==> src/design/afc_pkg.sv <==
package afc_pkg;

    // Register indices as numbered in the map; byte address is index * 4
    localparam int            AFC_NUM_REGS = 3;
    localparam logic [7:0]    AFC_IDX_INPUT_SEL  = 8'h12;
    localparam logic [7:0]    AFC_IDX_ELEM_MATCH = 8'h13;
    localparam logic [7:0]    AFC_IDX_BIAS_SEL   = 8'h14;
    localparam logic [11:0]   AFC_ADDR_INPUT_SEL  = 12'h048;
    localparam logic [11:0]   AFC_ADDR_ELEM_MATCH = 12'h04C;
    localparam logic [11:0]   AFC_ADDR_BIAS_SEL   = 12'h050;

    // Reset values: recommended startup settings
    localparam logic [7:0]    AFC_RST_INPUT_SEL  = 8'h00;
    localparam logic [7:0]    AFC_RST_ELEM_MATCH = 8'h00;
    localparam logic [7:0]    AFC_RST_BIAS_SEL   = 8'h00;

    // Element matching field positions
    localparam int            AFC_BIT_DEM_DIS    = 0;
    localparam int            AFC_BIT_DWA_DIS    = 1;
    localparam int            AFC_BIT_VREF_SLOW  = 3;

    // Bias field width and trim codes
    localparam int            AFC_BIAS_FIELDS    = 4;
    localparam int            AFC_BIAS_W         = 2;
    localparam logic [1:0]    AFC_CODE_BOOST     = 2'h0;
    localparam logic [1:0]    AFC_CODE_NOM_A     = 2'h1;
    localparam logic [1:0]    AFC_CODE_NOM_B     = 2'h2;
    localparam logic [1:0]    AFC_CODE_REDUCED   = 2'h3;

    // Bus answer latency after the setup cycle, in wait states
    localparam int            AFC_APB_WAIT       = 0;

    // Bias level: boost is 130 % (137.5 % for quantizer), reduced 70 % (62.5 %)
    typedef enum logic [1:0] {
        AFC_LVL_BOOST,
        AFC_LVL_NOMINAL,
        AFC_LVL_REDUCED
    } afc_bias_level_type;

    typedef struct packed {
        logic adc2_single;
        logic adc1_single;
        logic in3_adc2_b;
        logic in3_adc2_a;
        logic in2_adc2_b;
        logic in2_adc2_a;
        logic in1_adc2;
        logic in1_adc1;
    } afc_input_sel_type;

    typedef struct packed {
        logic vref_slow;
        logic dwa_disable;
        logic dem_disable;
    } afc_elem_match_type;

    typedef struct packed {
        logic [1:0] ref_buf;
        logic [1:0] third_int;
        logic [1:0] quantizer;
        logic [1:0] summer;
    } afc_bias_code_type;

endpackage

==> src/design/afc_config_regs.sv <==
`timescale 1ns/10ps
// Contract
// Input select bit 0 set routes analog input 1 to the first ADC.
// Input select bit 1 set routes analog input 1 to the second ADC.
// Input select bits 2 and 3 each select input 2 for ADC2.
// Input select bits 4 and 5 each select input 3 for ADC2.
// Input select bit 6: ADC1 differential at 0, single-ended at 1.
// Input select bit 7: ADC2 differential at 0, single-ended at 1.
// Matching bit 0: element matching enabled at 0, disabled at 1.
// Matching bit 1: weighted averaging enabled at 0, disabled at 1.
// Matching bit 3: fast reference charge at 0, slow filtered charge at 1.
// Bias bits 1:0 set ADC2 summer: 130, 100, 100, 70 percent.
// Bias bits 3:2 set ADC2 quantizer: 137.5, 100, 100, 62.5 percent.
// Bias bits 5:4 set ADC2 third integrator: 130, 100, 100, 70 percent.
// Bias bits 7:6 set ADC2 reference buffer: 130, 100, 100, 70 percent.
// Matching bits 2 and 7:4 store and read back but drive nothing.
// Registers hold the last write and drive outputs continuously.
// Reads return the held value with no side effect.
module afc_config_regs (
    input  wire logic                              MCLK_IN,
    input  wire logic                              RST_IN,
    input  wire logic                              PSEL_IN,
    input  wire logic                              PENABLE_IN,
    input  wire logic                              PWRITE_IN,
    input  wire logic [11:0]                       PADDR_IN,
    input  wire logic [31:0]                       PWDATA_IN,
    input  wire logic [3:0]                        PSTRB_IN,
    output logic      [31:0]                       PRDATA_OUT,
    output logic                                   PREADY_OUT,
    output logic                                   PSLVERR_OUT,
    output afc_pkg::afc_input_sel_type             INPUT_SEL_OUT,
    output afc_pkg::afc_elem_match_type            ELEM_MATCH_OUT,
    output afc_pkg::afc_bias_code_type             BIAS_CODE_OUT,
    output afc_pkg::afc_bias_level_type [3:0]      BIAS_LEVEL_OUT
);
    import afc_pkg::*;

    localparam logic [7:0] REG_IDX [AFC_NUM_REGS] = '{AFC_IDX_INPUT_SEL, AFC_IDX_ELEM_MATCH, AFC_IDX_BIAS_SEL};
    localparam logic [7:0] REG_RST [AFC_NUM_REGS] = '{AFC_RST_INPUT_SEL, AFC_RST_ELEM_MATCH, AFC_RST_BIAS_SEL};

    logic                     pready_ff;
    logic                     pslverr_ff;
    logic [31:0]              prdata_ff;
    logic                     nxt_pready;
    logic                     nxt_pslverr;
    logic [31:0]              nxt_prdata;
    logic                     setup_phase;
    logic                     access_done;
    logic                     addr_aligned;
    logic [AFC_NUM_REGS-1:0]  reg_hit;
    logic [AFC_NUM_REGS-1:0]  reg_we;
    logic                     addr_mapped;
    logic                     lane0_wr;
    logic [7:0]               reg_q [AFC_NUM_REGS];
    logic [7:0]               rd_byte;
    afc_bias_code_type        bias_code;

    // Bus phase decode
    assign setup_phase  = PSEL_IN & ~PENABLE_IN;
    assign access_done  = PSEL_IN & PENABLE_IN & pready_ff;
    assign addr_aligned = (PADDR_IN[1:0] == 2'h0);
    assign addr_mapped  = |reg_hit;
    assign lane0_wr     = PWRITE_IN & PSTRB_IN[0];

    // Per-register address match, write strobe and storage
    genvar gi;
    generate
        for (gi = 0; gi < AFC_NUM_REGS; gi++) begin : g_reg
            assign reg_hit[gi] = addr_aligned & (PADDR_IN[11:2] == {2'h0, REG_IDX[gi]});
            assign reg_we[gi]  = access_done & reg_hit[gi] & lane0_wr;
            afc_reg8 #(
                .RESET_VAL (REG_RST[gi])
            ) u_reg (
                .clk_in   (MCLK_IN),
                .rst_in   (RST_IN),
                .we_in    (reg_we[gi]),
                .wdata_in (PWDATA_IN[7:0]),
                .q_out    (reg_q[gi])
            );
        end
    endgenerate

    // Read select; all eight bits read back, unused ones too
    assign rd_byte = reg_hit[0] ? reg_q[0] :
                     reg_hit[1] ? reg_q[1] :
                     reg_hit[2] ? reg_q[2] : 8'h00;

    // Answer one cycle after setup, zero wait states
    assign nxt_pready  = setup_phase;
    assign nxt_pslverr = setup_phase & ~addr_mapped;
    assign nxt_prdata  = (setup_phase & ~PWRITE_IN & addr_mapped) ? {24'h000000, rd_byte} : 32'h00000000;

    // Bus answer registers
    always_ff @(posedge MCLK_IN or posedge RST_IN) begin
        if (RST_IN) begin
            pready_ff  <= 1'b0;
            pslverr_ff <= 1'b0;
            prdata_ff  <= 32'h00000000;
        end else begin
            pready_ff  <= nxt_pready;
            pslverr_ff <= nxt_pslverr;
            prdata_ff  <= nxt_prdata;
        end
    end

    assign PREADY_OUT  = pready_ff;
    assign PSLVERR_OUT = pslverr_ff;
    assign PRDATA_OUT  = prdata_ff;

    // Mux routing and input mode straight from the stored byte
    assign INPUT_SEL_OUT = afc_input_sel_type'(reg_q[0]);

    // Only bits 3, 1 and 0 reach the analog side
    assign ELEM_MATCH_OUT.dem_disable = reg_q[1][AFC_BIT_DEM_DIS];
    assign ELEM_MATCH_OUT.dwa_disable = reg_q[1][AFC_BIT_DWA_DIS];
    assign ELEM_MATCH_OUT.vref_slow   = reg_q[1][AFC_BIT_VREF_SLOW];

    // Bias trim codes and their decoded levels
    assign bias_code     = afc_bias_code_type'(reg_q[2]);
    assign BIAS_CODE_OUT = bias_code;

    genvar bi;
    generate
        for (bi = 0; bi < AFC_BIAS_FIELDS; bi++) begin : g_bias
            afc_bias_dec u_dec (
                .clk_in    (MCLK_IN),
                .rst_in    (RST_IN),
                .code_in   (reg_q[2][bi*AFC_BIAS_W +: AFC_BIAS_W]),
                .level_out (BIAS_LEVEL_OUT[bi])
            );
        end
    endgenerate
endmodule

==> src/design/afc_reg8.sv <==
`timescale 1ns/10ps
module afc_reg8 #(
    parameter logic [7:0] RESET_VAL = 8'h00
) (
    input  wire logic        clk_in,
    input  wire logic        rst_in,
    input  wire logic        we_in,
    input  wire logic [7:0]  wdata_in,
    output logic      [7:0]  q_out
);
    logic [7:0] q_ff;
    logic [7:0] nxt_q;

    // Hold until rewritten
    assign nxt_q = we_in ? wdata_in : q_ff;
    assign q_out = q_ff;

    // Storage
    always_ff @(posedge clk_in or posedge rst_in) begin
        if (rst_in) begin
            q_ff <= RESET_VAL;
        end else begin
            q_ff <= nxt_q;
        end
    end
endmodule

==> src/design/afc_bias_dec.sv <==
`timescale 1ns/10ps
module afc_bias_dec (
    input  wire logic                        clk_in,
    input  wire logic                        rst_in,
    input  wire logic [1:0]                  code_in,
    output afc_pkg::afc_bias_level_type      level_out
);
    import afc_pkg::*;

    afc_bias_level_type level_ff;
    afc_bias_level_type nxt_level;

    // Both middle codes map to nominal current
    assign nxt_level = (code_in == AFC_CODE_BOOST)   ? AFC_LVL_BOOST :
                       (code_in == AFC_CODE_REDUCED) ? AFC_LVL_REDUCED : AFC_LVL_NOMINAL;
    assign level_out = level_ff;

    // Registered level
    always_ff @(posedge clk_in or posedge rst_in) begin
        if (rst_in) begin
            level_ff <= AFC_LVL_BOOST;
        end else begin
            level_ff <= nxt_level;
        end
    end
endmodule

==> config.mk <==
export PLATFORM = sky130hd
export DESIGN_NAME = afc_config_regs
export DESIGN_NICKNAME = d
export VERILOG_FILES = /design/src/design/afc_pkg.sv /design/src/design/afc_config_regs.sv /design/src/design/afc_reg8.sv /design/src/design/afc_bias_dec.sv
export SDC_FILE = /design/constraint.sdc
export NUM_CORES = 1
export LEC_CHECK = 0
export BUFFER_PORTS_ARGS = -buffer_cell sky130_fd_sc_hd__buf_2
export CORE_UTILIZATION = 46
export DETAILED_ROUTE_END_ITERATION = 8
export GPL_ROUTABILITY_DRIVEN = 0
export PLACE_DENSITY = 0.84
export SKIP_LAST_GASP = 1
export SYNTH_ARGS = -nofsm -noshare
export SYNTH_HDL_FRONTEND = slang
export SYNTH_SLANG_ARGS = --single-unit
==> constraint.sdc <==
create_clock -name MCLK_IN -period 3.9 [get_ports MCLK_IN]
set_clock_uncertainty 0.15 [all_clocks]
set_input_delay 0.39 -clock MCLK_IN [delete_from_list [all_inputs] [get_ports MCLK_IN]]
set_output_delay 0.39 -clock MCLK_IN [all_outputs]
set_load 0.01 [all_outputs]
==> results of run 1 <==
## power groups by stage
stage / Clock (W) / Sequential (W) / Combinational, W
finish: 0.000272 / 0.000437 / 0.0000487
global route: 0.000297 / 0.000437 / 0.0000563
CTS: 0.000281 / 0.000436 / 0.0000494
detailed placement: 0 / 0.000445 / 0.0000493
global placement: 0 / 0.000445 / 0.0000484
floorplan: 0 / 0.000446 / 0.0000444
## final cells by class
type	count	area, um^2
fillers	359	1760
flip-flops and latches	42	1050
multi-input cells	101	718
repair buffers	63	318
clock buffers	6	72.6
well taps	50	62.6
clock inverters	2	13.8
inverters	1	3.75
## how the worst min path moves through the flow
stage                                   endpoint                     from  cells after the start  slack, ns
floorplan                             PREADY_OUT               PENABLE_IN                      1       0.32
global placement         g_reg[1].u_reg.q_out[6]  g_reg[1].u_reg.q_out[6]                      1       0.34
detailed placement       g_reg[1].u_reg.q_out[6]  g_reg[1].u_reg.q_out[6]                      1       0.35
CTS                                PRDATA_OUT[4]                   RST_IN                      3       0.07
global route                       PRDATA_OUT[4]                   RST_IN                      3       0.10
finish              g_bias[2].u_dec.level_out[0]                   RST_IN                      3       0.06
## sequential cells by signal, indices dropped and copies added (netlist names)
signal and flops:
g.u_reg.q_out 24, g_bias.u_dec.level_out 8, PRDATA_OUT 8, PREADY_OUT 1, PSLVERR_OUT 1
## critical path: cells and delay by family
family / cells / cell delay [ns]
AND/OR/NAND/NOR: 3 / 1.23
buffers and inverters: 1 / 0.22
AO/OA/AOI/OAI: 1 / 0.17
## kinds of logic (layout without fill, tap and decap cells)
family | Yosys count | after routing
flops | 42 | 42
fa+ha+maj | 4 | 4
buf+inv | 32 | 72
mux | 32 | 32
compound gates | 9 | 9
simple gates | 32 | 32
other cells | 1 | 24
## per-stage QoR
stage               power (W)  std cells  worst slack, ns
global placement     0.000494        257             1.66
global route         0.000790        265             1.86
detailed placement   0.000495        257             1.64
finish               0.000757        265             1.96
CTS                  0.000767        265             1.96
floorplan            0.000490        175             2.08
## synthesized netlist by cell type (all sizes together)
cell type / n
nand2: 2
inv: 1
mux2i: 8
or3b: 1
nor2b: 2
nor4b: 1
nor3: 1
ha: 4
nor2: 18
a21oi: 8
and2: 1
and4: 2
mux2: 24
o2111ai: 1
dfrtp: 42
conb: 1
buf: 30
clkbuf: 1
nand2b: 1
and3: 1
nor3b: 2
## layer usage
metal,vias to the layer above,routed length (um),track usage [%]
met5,-,0,0
met4,0,50,6.38
met3,5,177,5.34
met2,48,1880,31.3
met1,602,1410,21.2
li1,586,-,-
==> summary.md, run 1 <==
The area fraction in and, or, nand and nor cells after synthesis is 9.38%. Of the available clock period, the critical path in the final layout requires 49.7%. Detailed placement ended at an HPWL of 2.59 mm. The critical-path cell with the highest stage delay was sky130_fd_sc_hd__or3b_1. After detailed routing, the total wire length is 3.52 mm.

Number of input and output port buffers inserted: 62. The tools report the end of the critical path as PRDATA_OUT[2]. The layout overhead on the synthesized area is 17.4%, and the final core utilization is 56.0%. The area of the die was 0.00441 mm^2.

Number of global-route vias before repair: 1176. Kind of critical path: in2reg. The main combinational cell family by area after synthesis was multiplexers.

In this run the critical register-to-register path is captured at g_reg[1].u_reg.q_out[1]. The number of synthesized register bits is 42, and the switching power share of the total is 23.7%. Of the synthesized area, sequential elements account for 55.1%. The count of pins over their slew limit is 0, and the part of the power in registers is 57.7%. For the buffer depth of the longest clock path, the log shows 2. For this run, the number of Yosys warnings is 0. The delay of the slowest critical-path stage was 0.56 ns.

The share of layout cells above drive strength 1 is 44.7%, and the critical path arrival is 2.01 ns. The H-tree was split into 2 levels. The TritonCTS buffer count was 5. The pre-antenna-repair detailed-routing pass consisted of 4 iterations.

The internal power of the cells totals 0.000578 W. The clock-pin slew on the worst setup and hold paths works out to 0.08 ns. After Yosys synthesis, full adders, half adders and majority gates account for 2.62% of the synthesized area. The library cell used most frequently in the layout, excluding fill and tap cells, is sky130_fd_sc_hd__buf_2. For the global-route wire length before repair, the log shows 5.69 mm. The number of antenna diodes in the final layout is 0.

The biggest area contributor in the post-synthesis netlist is sky130_fd_sc_hd__dfrtp_1. The critical path endpoint category was a flop. The tools report the remaining design rule violation count as 0. The number of standard-cell rows in the floorplan was 23; the leakage power of the design was 1.30 nW. Quantity of hold-fixing buffers added after cts: 0. Measured in cells, the most critical reg-to-reg path has a length of 4. The width of the die is 66.4 um.

Adding up every negative setup slack in the final design gives 0 ns. The global-route congestion overflow total was 0; the maximum fanout along the worst path was 11. The run gives 0 as the number of antenna violations at the first check in global routing.

The relative slew slack is 65.6%, and the top cell type's share of synthesized area is 55.1%. The worst hold path belongs to the class in2async. The transition time of the tightest slew-check pin is 0.515 ns, and the count of max-cap constraint violations is 0. Summing the areas of all compound-gate instances in the mapped netlist gives 2.56% of the synthesized area. The buffer count from post-CTS setup fixing was 0. Entering global routing, the biggest net connects 43 pins.

The worst path needs 1.94 ns of the cycle, external delays included. The cell sitting at the root of the clock tree is a sky130_fd_sc_hd__clkbuf_8. Leaving out fill and tap cells, the most frequent cells in the layout are sky130_fd_sc_hd__buf_2, sky130_fd_sc_hd__dfrtp_1, sky130_fd_sc_hd__mux2_2, sky130_fd_sc_hd__conb_1, sky130_fd_sc_hd__nor2_1.

The finished cells cover 0.00224 mm^2. The worst setup path startpoint was PADDR_IN[2]. Setup violations remaining at the end of the flow were counted as 0. STA classifies the critical path startpoint as an input port.

The tools report the final-report hold violation count as 0. Derived from the worst setup path, the maximum achievable clock frequency is 516 MHz. 114 I/O pins were placed. The flow ran to the end, and the final reports show no timing, DRC or antenna violations. TritonCTS built the clock tree. Using the TritonRoute via totals, the vias-per-cell ratio works out to 4.68. Total clock sinks: 42.

Walking the worst path, the cells encountered are buf_2 > nor3b_4 > o2111ai_1 > or3b_1 > nor2_1. The floorplan step set the die height to 66.4 um. The switching power of the nets was 0.000179 W; the worst-case hold slack was 0.0582 ns. For this design the ratio of total power to cell area is 338 mW/mm^2. The run gives 0 as the number of instances resized during post-cts repair. The initial cell density of the core is 47.7%, and the cell count after synthesis is 152. For this block, the initial DRC count from the detailed router was 24.

The post-synthesis share of cell area spent on xor and xnor gates is 0%. The run gives 271 as the number of nets in the finished design. The tools report the launch instance of the worst register-to-register path as PREADY_OUT.

Per report_power, the combinational group accounts for 6.4% of the total. The placed instances occupy a cell area of 0.00215 mm^2. In the synthesized netlist, mux cells make up 18.4% of the area.

The worst-case IR drop observed on VDD is 0.202 mV. In this run the register-to-register setup slack is 2.06 ns. The synthesized netlist contains 23 unique library cells.

For the power share of the clock group, the log shows 35.9%. Setup repair after global routing left no endpoint under its margin. Across every metal layer, demand over resource in global routing totals 18.1%. By area the synthesized netlist is led by sky130_fd_sc_hd__dfrtp_1, sky130_fd_sc_hd__mux2_2, sky130_fd_sc_hd__buf_4.

The post-synthesis average cell area came out at 12.6 um^2. After detailed routing, the average wire length per cell comes to 13.3 um. Across all layers, the routed design uses 1241 vias.

The residual antenna-violating net count after detailed routing is 0, and the cell area after technology mapping is 0.00191 mm^2. The floorplan step defined a core boundary enclosing 0.00400 mm^2. The run gives 0.29 ns as the source-to-sink clock delay at the later pin of the worst-skew pair. The tools report the required time of the critical path as 3.97 ns.
Note: power is estimated with default switching activity, not from simulation.
==> run 2, diff against run 1 <==
CORE_UTILIZATION = 39   (was 46)
PLACE_DENSITY = 0.76   (was 0.84)
clock period = 1.6 ns   (was 3.9 ns; I/O delays follow)
==> summary.md, run 2 (same netlist as run 1, synthesis figures left out) <==
In this run the tightest slew margin relative to its limit is 65.9%. The number of global-route vias before repair was 1326; the global routing met3 resource utilization was 5.14%. The tree built by TritonCTS fans out to 42 sinks.

STA classifies the critical path endpoint as a flop. The logs give 0.365 mV for the maximum resistive drop on vdd and 40.4% for the initial cell density of the core. The number of input and output port buffers inserted is 62. After floorplanning, the core was divided into 25 placement rows. The first-pass iteration count of the detailed router came out at 5. Traced cell by cell, the critical path runs through and4_1 > and4_4 > buf_4 > nand2_4 > buf_6 > mux2_2.

114 I/O pins were placed. For this run, the slowest stage of the critical path takes 0.38 ns. Busiest metal layer after global routing: met2.

The tools report the number of antenna violations at the first check in global routing as 0. The kind of start point of the critical path is a flop. The final reports fail on negative setup slack.

Per-cell via count in the routed design: 4.42. Required time of the critical path: 1.64 ns. Global-route wire length before repair: 6.14 mm.

Relative to the synthesized area, the layout overhead comes to 33.6%. The area of all placed cells without fillers is 0.00255 mm^2, and the final critical-path setup slack is -0.0390 ns. After the first detailed-routing iteration, the DRC count stood at 22.

The tools report the total global routing track utilization as 15.9%. The cell family contributing the most delay on the critical path is flip-flops. For this run, global-route usage on met2 was measured as 25.1%. The number of antenna diodes came out at 0.

The final-report hold violation count is 0, and the power density over the cells is 759 mW/mm^2. In the routed design, unresolved DRC markers number 0. The flow ran to the end, but the final reports show violations.

The die is 71.9 um tall. The number of nets in the finished design was 294. After clock tree synthesis, the clock-pin slew on the worst setup and hold paths is 0.08 ns.

For the setup-violating endpoint count in the final report, the log shows 22. Measured along the x axis, the die boundary spans 71.9 um. For the worst setup path, the data arrival time is 1.67 ns. The detailed router placed 1349 vias in this run. The kind of critical path is reg2reg. Setup repair after global routing could not meet its margin everywhere.

Before CTS, the worst setup slack after placement is -0.207 ns. The maximum fanout along the worst path was 5; the time the final worst path needs with I/O delays and setup was 1.64 ns. The tools report the total number of H-tree levels as 2. For this design, the slowest cell found on the critical path is sky130_fd_sc_hd__dfrtp_1. Clock tree synthesis inserted a total of 5 buffers. The wire length per cell after detailed routing is 12.7 um.

The tools report the core footprint as 0.00472 mm^2. The tools report the fmax as 610 MHz. The run gives 0 as the global-route congestion overflow total.

The register with the most flip-flops in the layout has 24 of them. In this run the remaining antenna-violating nets after routing total 0. The logs give 3.88 mm for the final wirelength and 54.0% for the final core utilization. Global routing used 20.2% of the available met1 tracks.

The most common cell after layout, fill and taps aside is sky130_fd_sc_hd__buf_2. Max-cap violations in this run came to 0. The class of the tightest hold or removal check is in2reg.

The buffer depth of the longest clock path is 2. The worst path uses 102% of the clock period. The pin count of the biggest net entering global routing is 43, and the number of filler cells placed in the layout is 413.

TritonCTS built the clock tree. For this design the static power due to leakage is 1.46 nW. The half-perimeter wire length after detailed placement is 2.76 mm, and the share of layout cells above drive strength 1 is 48.3%. Across all hold checks on the routed design, the worst slack comes to 0.0155 ns. The worst path buffer plus inverter count is 2, and the overall power consumption is 0.00193 W. The die covers 0.00518 mm^2.

The tree is rooted in a sky130_fd_sc_hd__clkbuf_8. For the pin with the worst max-slew slack, the measured transition is 0.512 ns. The placed cell area is 0.00227 mm^2. At the later pin of the worst-skew pair, clock insertion delay measures 0.30 ns.

Leaving out fill and tap cells, the most frequent cells in the layout are sky130_fd_sc_hd__buf_2, sky130_fd_sc_hd__dfrtp_1, sky130_fd_sc_hd__conb_1, sky130_fd_sc_hd__nor2_1, sky130_fd_sc_hd__mux2_2. The run gives 0 as the count of pins over their slew limit.
==> run 2: cell types whose count changed in the layout (fill, tap and decap cells not counted), moves of 2 or more <==
cell,delta
sky130_fd_sc_hd__dlygate4sd3_1,+10
sky130_fd_sc_hd__mux2_2,-9
sky130_fd_sc_hd__mux2_4,+9
sky130_fd_sc_hd__buf_4,+7
sky130_fd_sc_hd__buf_6,+6
sky130_fd_sc_hd__nand2_1,-2
sky130_fd_sc_hd__nand2_4,+2
==> run 2: path summary, 6_finish.rpt <==
kind | startpoint | end | slack (ns) | cells after the start
worst max-delay path | PREADY_OUT | g_reg[0].u_reg.q_out[5] | -0.04 | 6
worst min-delay path | PENABLE_IN | PSLVERR_OUT | 0.02 | 3
worst max register to register | PREADY_OUT | g_reg[0].u_reg.q_out[5] | -0.04 | 6
worst min register to register | g_reg[1].u_reg.q_out[5] | g_reg[1].u_reg.q_out[5] | 0.37 | 1
max in group asynchronous | RST_IN | g_reg[1].u_reg.q_out[4] | 0.57 | 4
min in group asynchronous | RST_IN | g_bias[0].u_dec.level_out[1] | 0.39 | 4
==> run 2: cell type report <==
| class | count | area (um^2) | area share [%] |
|---|---|---|---|
| clock inverters | 2 | 12.5 | 0.491 |
| flip-flops and latches | 42 | 1050 | 41.2 |
| inverters | 1 | 3.75 | 0.147 |
| well taps | 67 | 83.8 | 3.29 |
| repair buffers | 86 | 538 | 21.1 |
| clock buffers | 6 | 82.6 | 3.24 |
| multi-input cells | 101 | 777 | 30.5 |
==> run 2: metrics by stage <==
step,instances,setup TNS (ns)
2_1_floorplan,175,-0.136
3_3_place_gp,287,-3.49
3_5_place_dp,287,-5.47
4_1_cts,305,-0.284
5_1_grt,305,-1.54
6_report,305,-0.410
==> run 2: what timing repair did <==
action | CTS | global route
resized for setup | 19 | 3
buffers inserted | 0 | 0
endpoints found under the setup margin | 24 | 26
hold endpoints to repair | 67 | 0
hold buffers | 10 | 0
==> run 2: per-layer routing <==
| metal | up-vias | share of wire, % |
|---|---|---|
| met2 | 56 | 49 |
| met5 | - | 0 |
| met3 | 9 | 5.9 |
| li1 | 635 | - |
| met1 | 649 | 43 |
| met4 | 0 | 1.9 |
==> run 2: power by group <==
| part | internal [W] | total [W] | switching (W) |
|---|---|---|---|
| sequential | 0.00106 | 0.00106 | 0.000000858 |
| combinational | 0.0000613 | 0.000152 | 0.0000905 |
| clock | 0.000347 | 0.000718 | 0.000371 |
| total | 0.00147 | 0.00193 | 0.000463 |
==> run 2: worst register-to-register path: stages (launching register included) <==
cell	delay, ns
sky130_fd_sc_hd__dfrtp_1	0.38
sky130_fd_sc_hd__and4_1	0.14
sky130_fd_sc_hd__and4_4	0.18
sky130_fd_sc_hd__buf_4	0.15
sky130_fd_sc_hd__nand2_4	0.07
sky130_fd_sc_hd__buf_6	0.13
sky130_fd_sc_hd__mux2_2	0.33
==> run 3, diff against run 2 <==
CORE_UTILIZATION = 46   (was 39)
PLACE_DENSITY = 0.84   (was 0.76)
clock period = 2 ns   (was 1.6 ns; I/O delays follow)
==> summary.md, run 3 (same netlist as run 1, synthesis figures left out) <==
Half-perimeter wire length after detailed placement: 2.66 mm. The worst-case reg-to-reg path depth came out at 4. From bottom edge to top edge, the die measures 66.4 um.

The register with the most flip-flops in the layout has 24 of them. The run gives 0.151 ns as the pre-CTS setup slack. The final layout contains routed wiring with a total length of 3.69 mm.

In this run, the number of DRC markers left after iteration 0 of detailed routing was 45. Of the cells placed in the final design, the portion with a size suffix greater than 1 is 45.9%. The most common cell after layout, fill and taps aside was sky130_fd_sc_hd__buf_2. The H-tree was split into 2 levels.

Before antenna repair, the detailed router went through 4 iterations. Compared with the post-synthesis result, the final layout area differs by 22.6%. In this run the clock root is driven by a sky130_fd_sc_hd__clkbuf_8. The number of antenna violations at the first check in global routing is 0.

Top-level I/O count: 114. The tools report the global-route congestion overflow total as 0. Setup slack on the critical path of the routed design comes to 0.0136 ns.

Setup repair after global routing could not meet its margin everywhere. After routing the design area is 0.00234 mm^2. Number of filler cells placed in the layout: 358. For the area of the die, the log shows 0.00441 mm^2. The time the final worst path needs with I/O delays and setup came out at 1.99 ns. Of the available clock period, the critical path in the final layout requires 99.3%.

After detailed placement, the total cell area comes to 0.00220 mm^2. For the pin count of the biggest net entering global routing, the log shows 24. The routed layout has 1283 vias. The number of global-route vias before repair came out at 1231. The initial utilization of the core area, before any placement, comes to 47.7%.

The count of pins over their slew limit was 0; the number of nets in the finished design was 278. The transition time of the tightest slew-check pin was 0.731 ns. The maximum fanout along the worst path is 8. For the final-report hold violation count, the log shows 0. The flow ran to the end, and the final reports show no timing, DRC or antenna violations. Headroom to the max-slew limit came out at 51.0%.

Wire length per cell after detailed routing: 13.6 um. The width of the die is 66.4 um, and the required time of the critical path is 2.04 ns. Per-cell via count in the routed design: 4.72. After clock tree synthesis, the clock-pin slew on the worst setup and hold paths is 0.07 ns. The tools report the buffer depth of the longest clock path as 2.

In this run the worst hold path is classified as in2reg. The fmax came out at 503 MHz. The buffer count from post-CTS setup fixing is 0, and the remaining design rule violation count is 0.

The leakage power of the design was 1.35 nW. The tools report the number of antenna diodes as 0. Clock tree synthesis found a total of 42 sinks. For this run, the total global-route usage over all layers was measured as 18.5%. The number of input and output port buffers inserted is 62. For the worst-skew pair, the clock arrives at the later sink with an insertion delay of 0.30 ns. In this run the core area contains 23 standard-cell rows. The hold-critical path depth is 2, and the TritonCTS buffer count is 5.

TritonCTS built the clock tree. The critical path endpoint category was a flop. Across the run, the number of max-cap violations was 0. Setup-violating endpoint count in the final report: 0. The detail route stage leaves a number of antenna-violating nets equal to 0. For this design the ratio of total power to cell area is 680 mW/mm^2.

Across the VDD grid, the largest voltage drop is 0.547 mV. The kind of start point of the critical path was an input port. The core region is 0.00400 mm^2. In the layout the commonest cells are sky130_fd_sc_hd__buf_2, sky130_fd_sc_hd__dfrtp_1, sky130_fd_sc_hd__mux2_2, sky130_fd_sc_hd__conb_1, sky130_fd_sc_hd__nor2_1.

The worst setup path is of the in2reg kind. The global-route wire length before repair was 5.77 mm. The critical path arrival was 2.02 ns.
run 3: metal layers:
layer	part of all wire (%)	vias to the layer above	global-route usage (%)
li1	-	603	-
met4	2.0	0	9.31
met1	41	622	21.4
met3	5.0	8	4.66
met5	0	-	0
met2	52	50	31.6
run 3: through the flow:
stage / hold slack [ns] / TNS [ns] / total power, W / std cells / utilization, %
after global placement: 0.100 / 0 / 0.000970 / 261 / 54.9
after global routing: 0.00595 / -0.120 / 0.00165 / 272 / 58.5
after floorplan: 0.130 / 0 / 0.000956 / 175 / -
after CTS: 0.00224 / 0 / 0.00161 / 272 / 58.4
final: 0.00709 / 0 / 0.00159 / 272 / 58.5
after detailed placement: 0.110 / 0 / 0.000972 / 261 / 54.9
run 3: worst max-delay path, cell delays in order:
cell and delay (ns):
sky130_fd_sc_hd__dlygate4sd3_1 0.55, sky130_fd_sc_hd__buf_2 0.13, sky130_fd_sc_hd__and4_1 0.16, sky130_fd_sc_hd__and4_1 0.23, sky130_fd_sc_hd__nand2_1 0.36, sky130_fd_sc_hd__mux2_2 0.39
run 3: power breakdown:
part,switching [W],internal (W),total (W)
Clock,0.000282,0.000348,0.000631
Sequential,0.000000961,0.000851,0.000852
Combinational,0.0000679,0.0000396,0.000107
Total,0.000351,0.00124,0.00159
run 3: cell type report:
type	instances	area [um^2]	area share, %
inverters	1	3.75	0.161
multi-input cells	101	721	30.8
clock buffers	8	110	4.71
flip-flops and latches	42	1050	44.9
repair buffers	70	390	16.7
well taps	50	62.6	2.68
run 3: worst paths after layout:
path	slack, ns	from	endpoint
worst max-delay path	0.01	PENABLE_IN	g_reg[0].u_reg.q_out[0]
worst min-delay path	0.007	PWDATA_IN[6]	g_reg[0].u_reg.q_out[6]
worst max register to register	0.18	PREADY_OUT	g_reg[0].u_reg.q_out[0]
worst min register to register	0.36	g_reg[1].u_reg.q_out[4]	g_reg[1].u_reg.q_out[4]
max in group asynchronous	0.87	RST_IN	g_bias[3].u_dec.level_out[1]
min in group asynchronous	0.33	RST_IN	PRDATA_OUT[2]
run 3: timing repair:
| action | 4_1_cts | 5_1_grt |
|---|---|---|
| gates resized for setup | 0 | 1 |
| hold endpoints to repair | 21 | 0 |
| endpoints found under the setup margin | 0 | 14 |
| hold buffers | 3 | 0 |
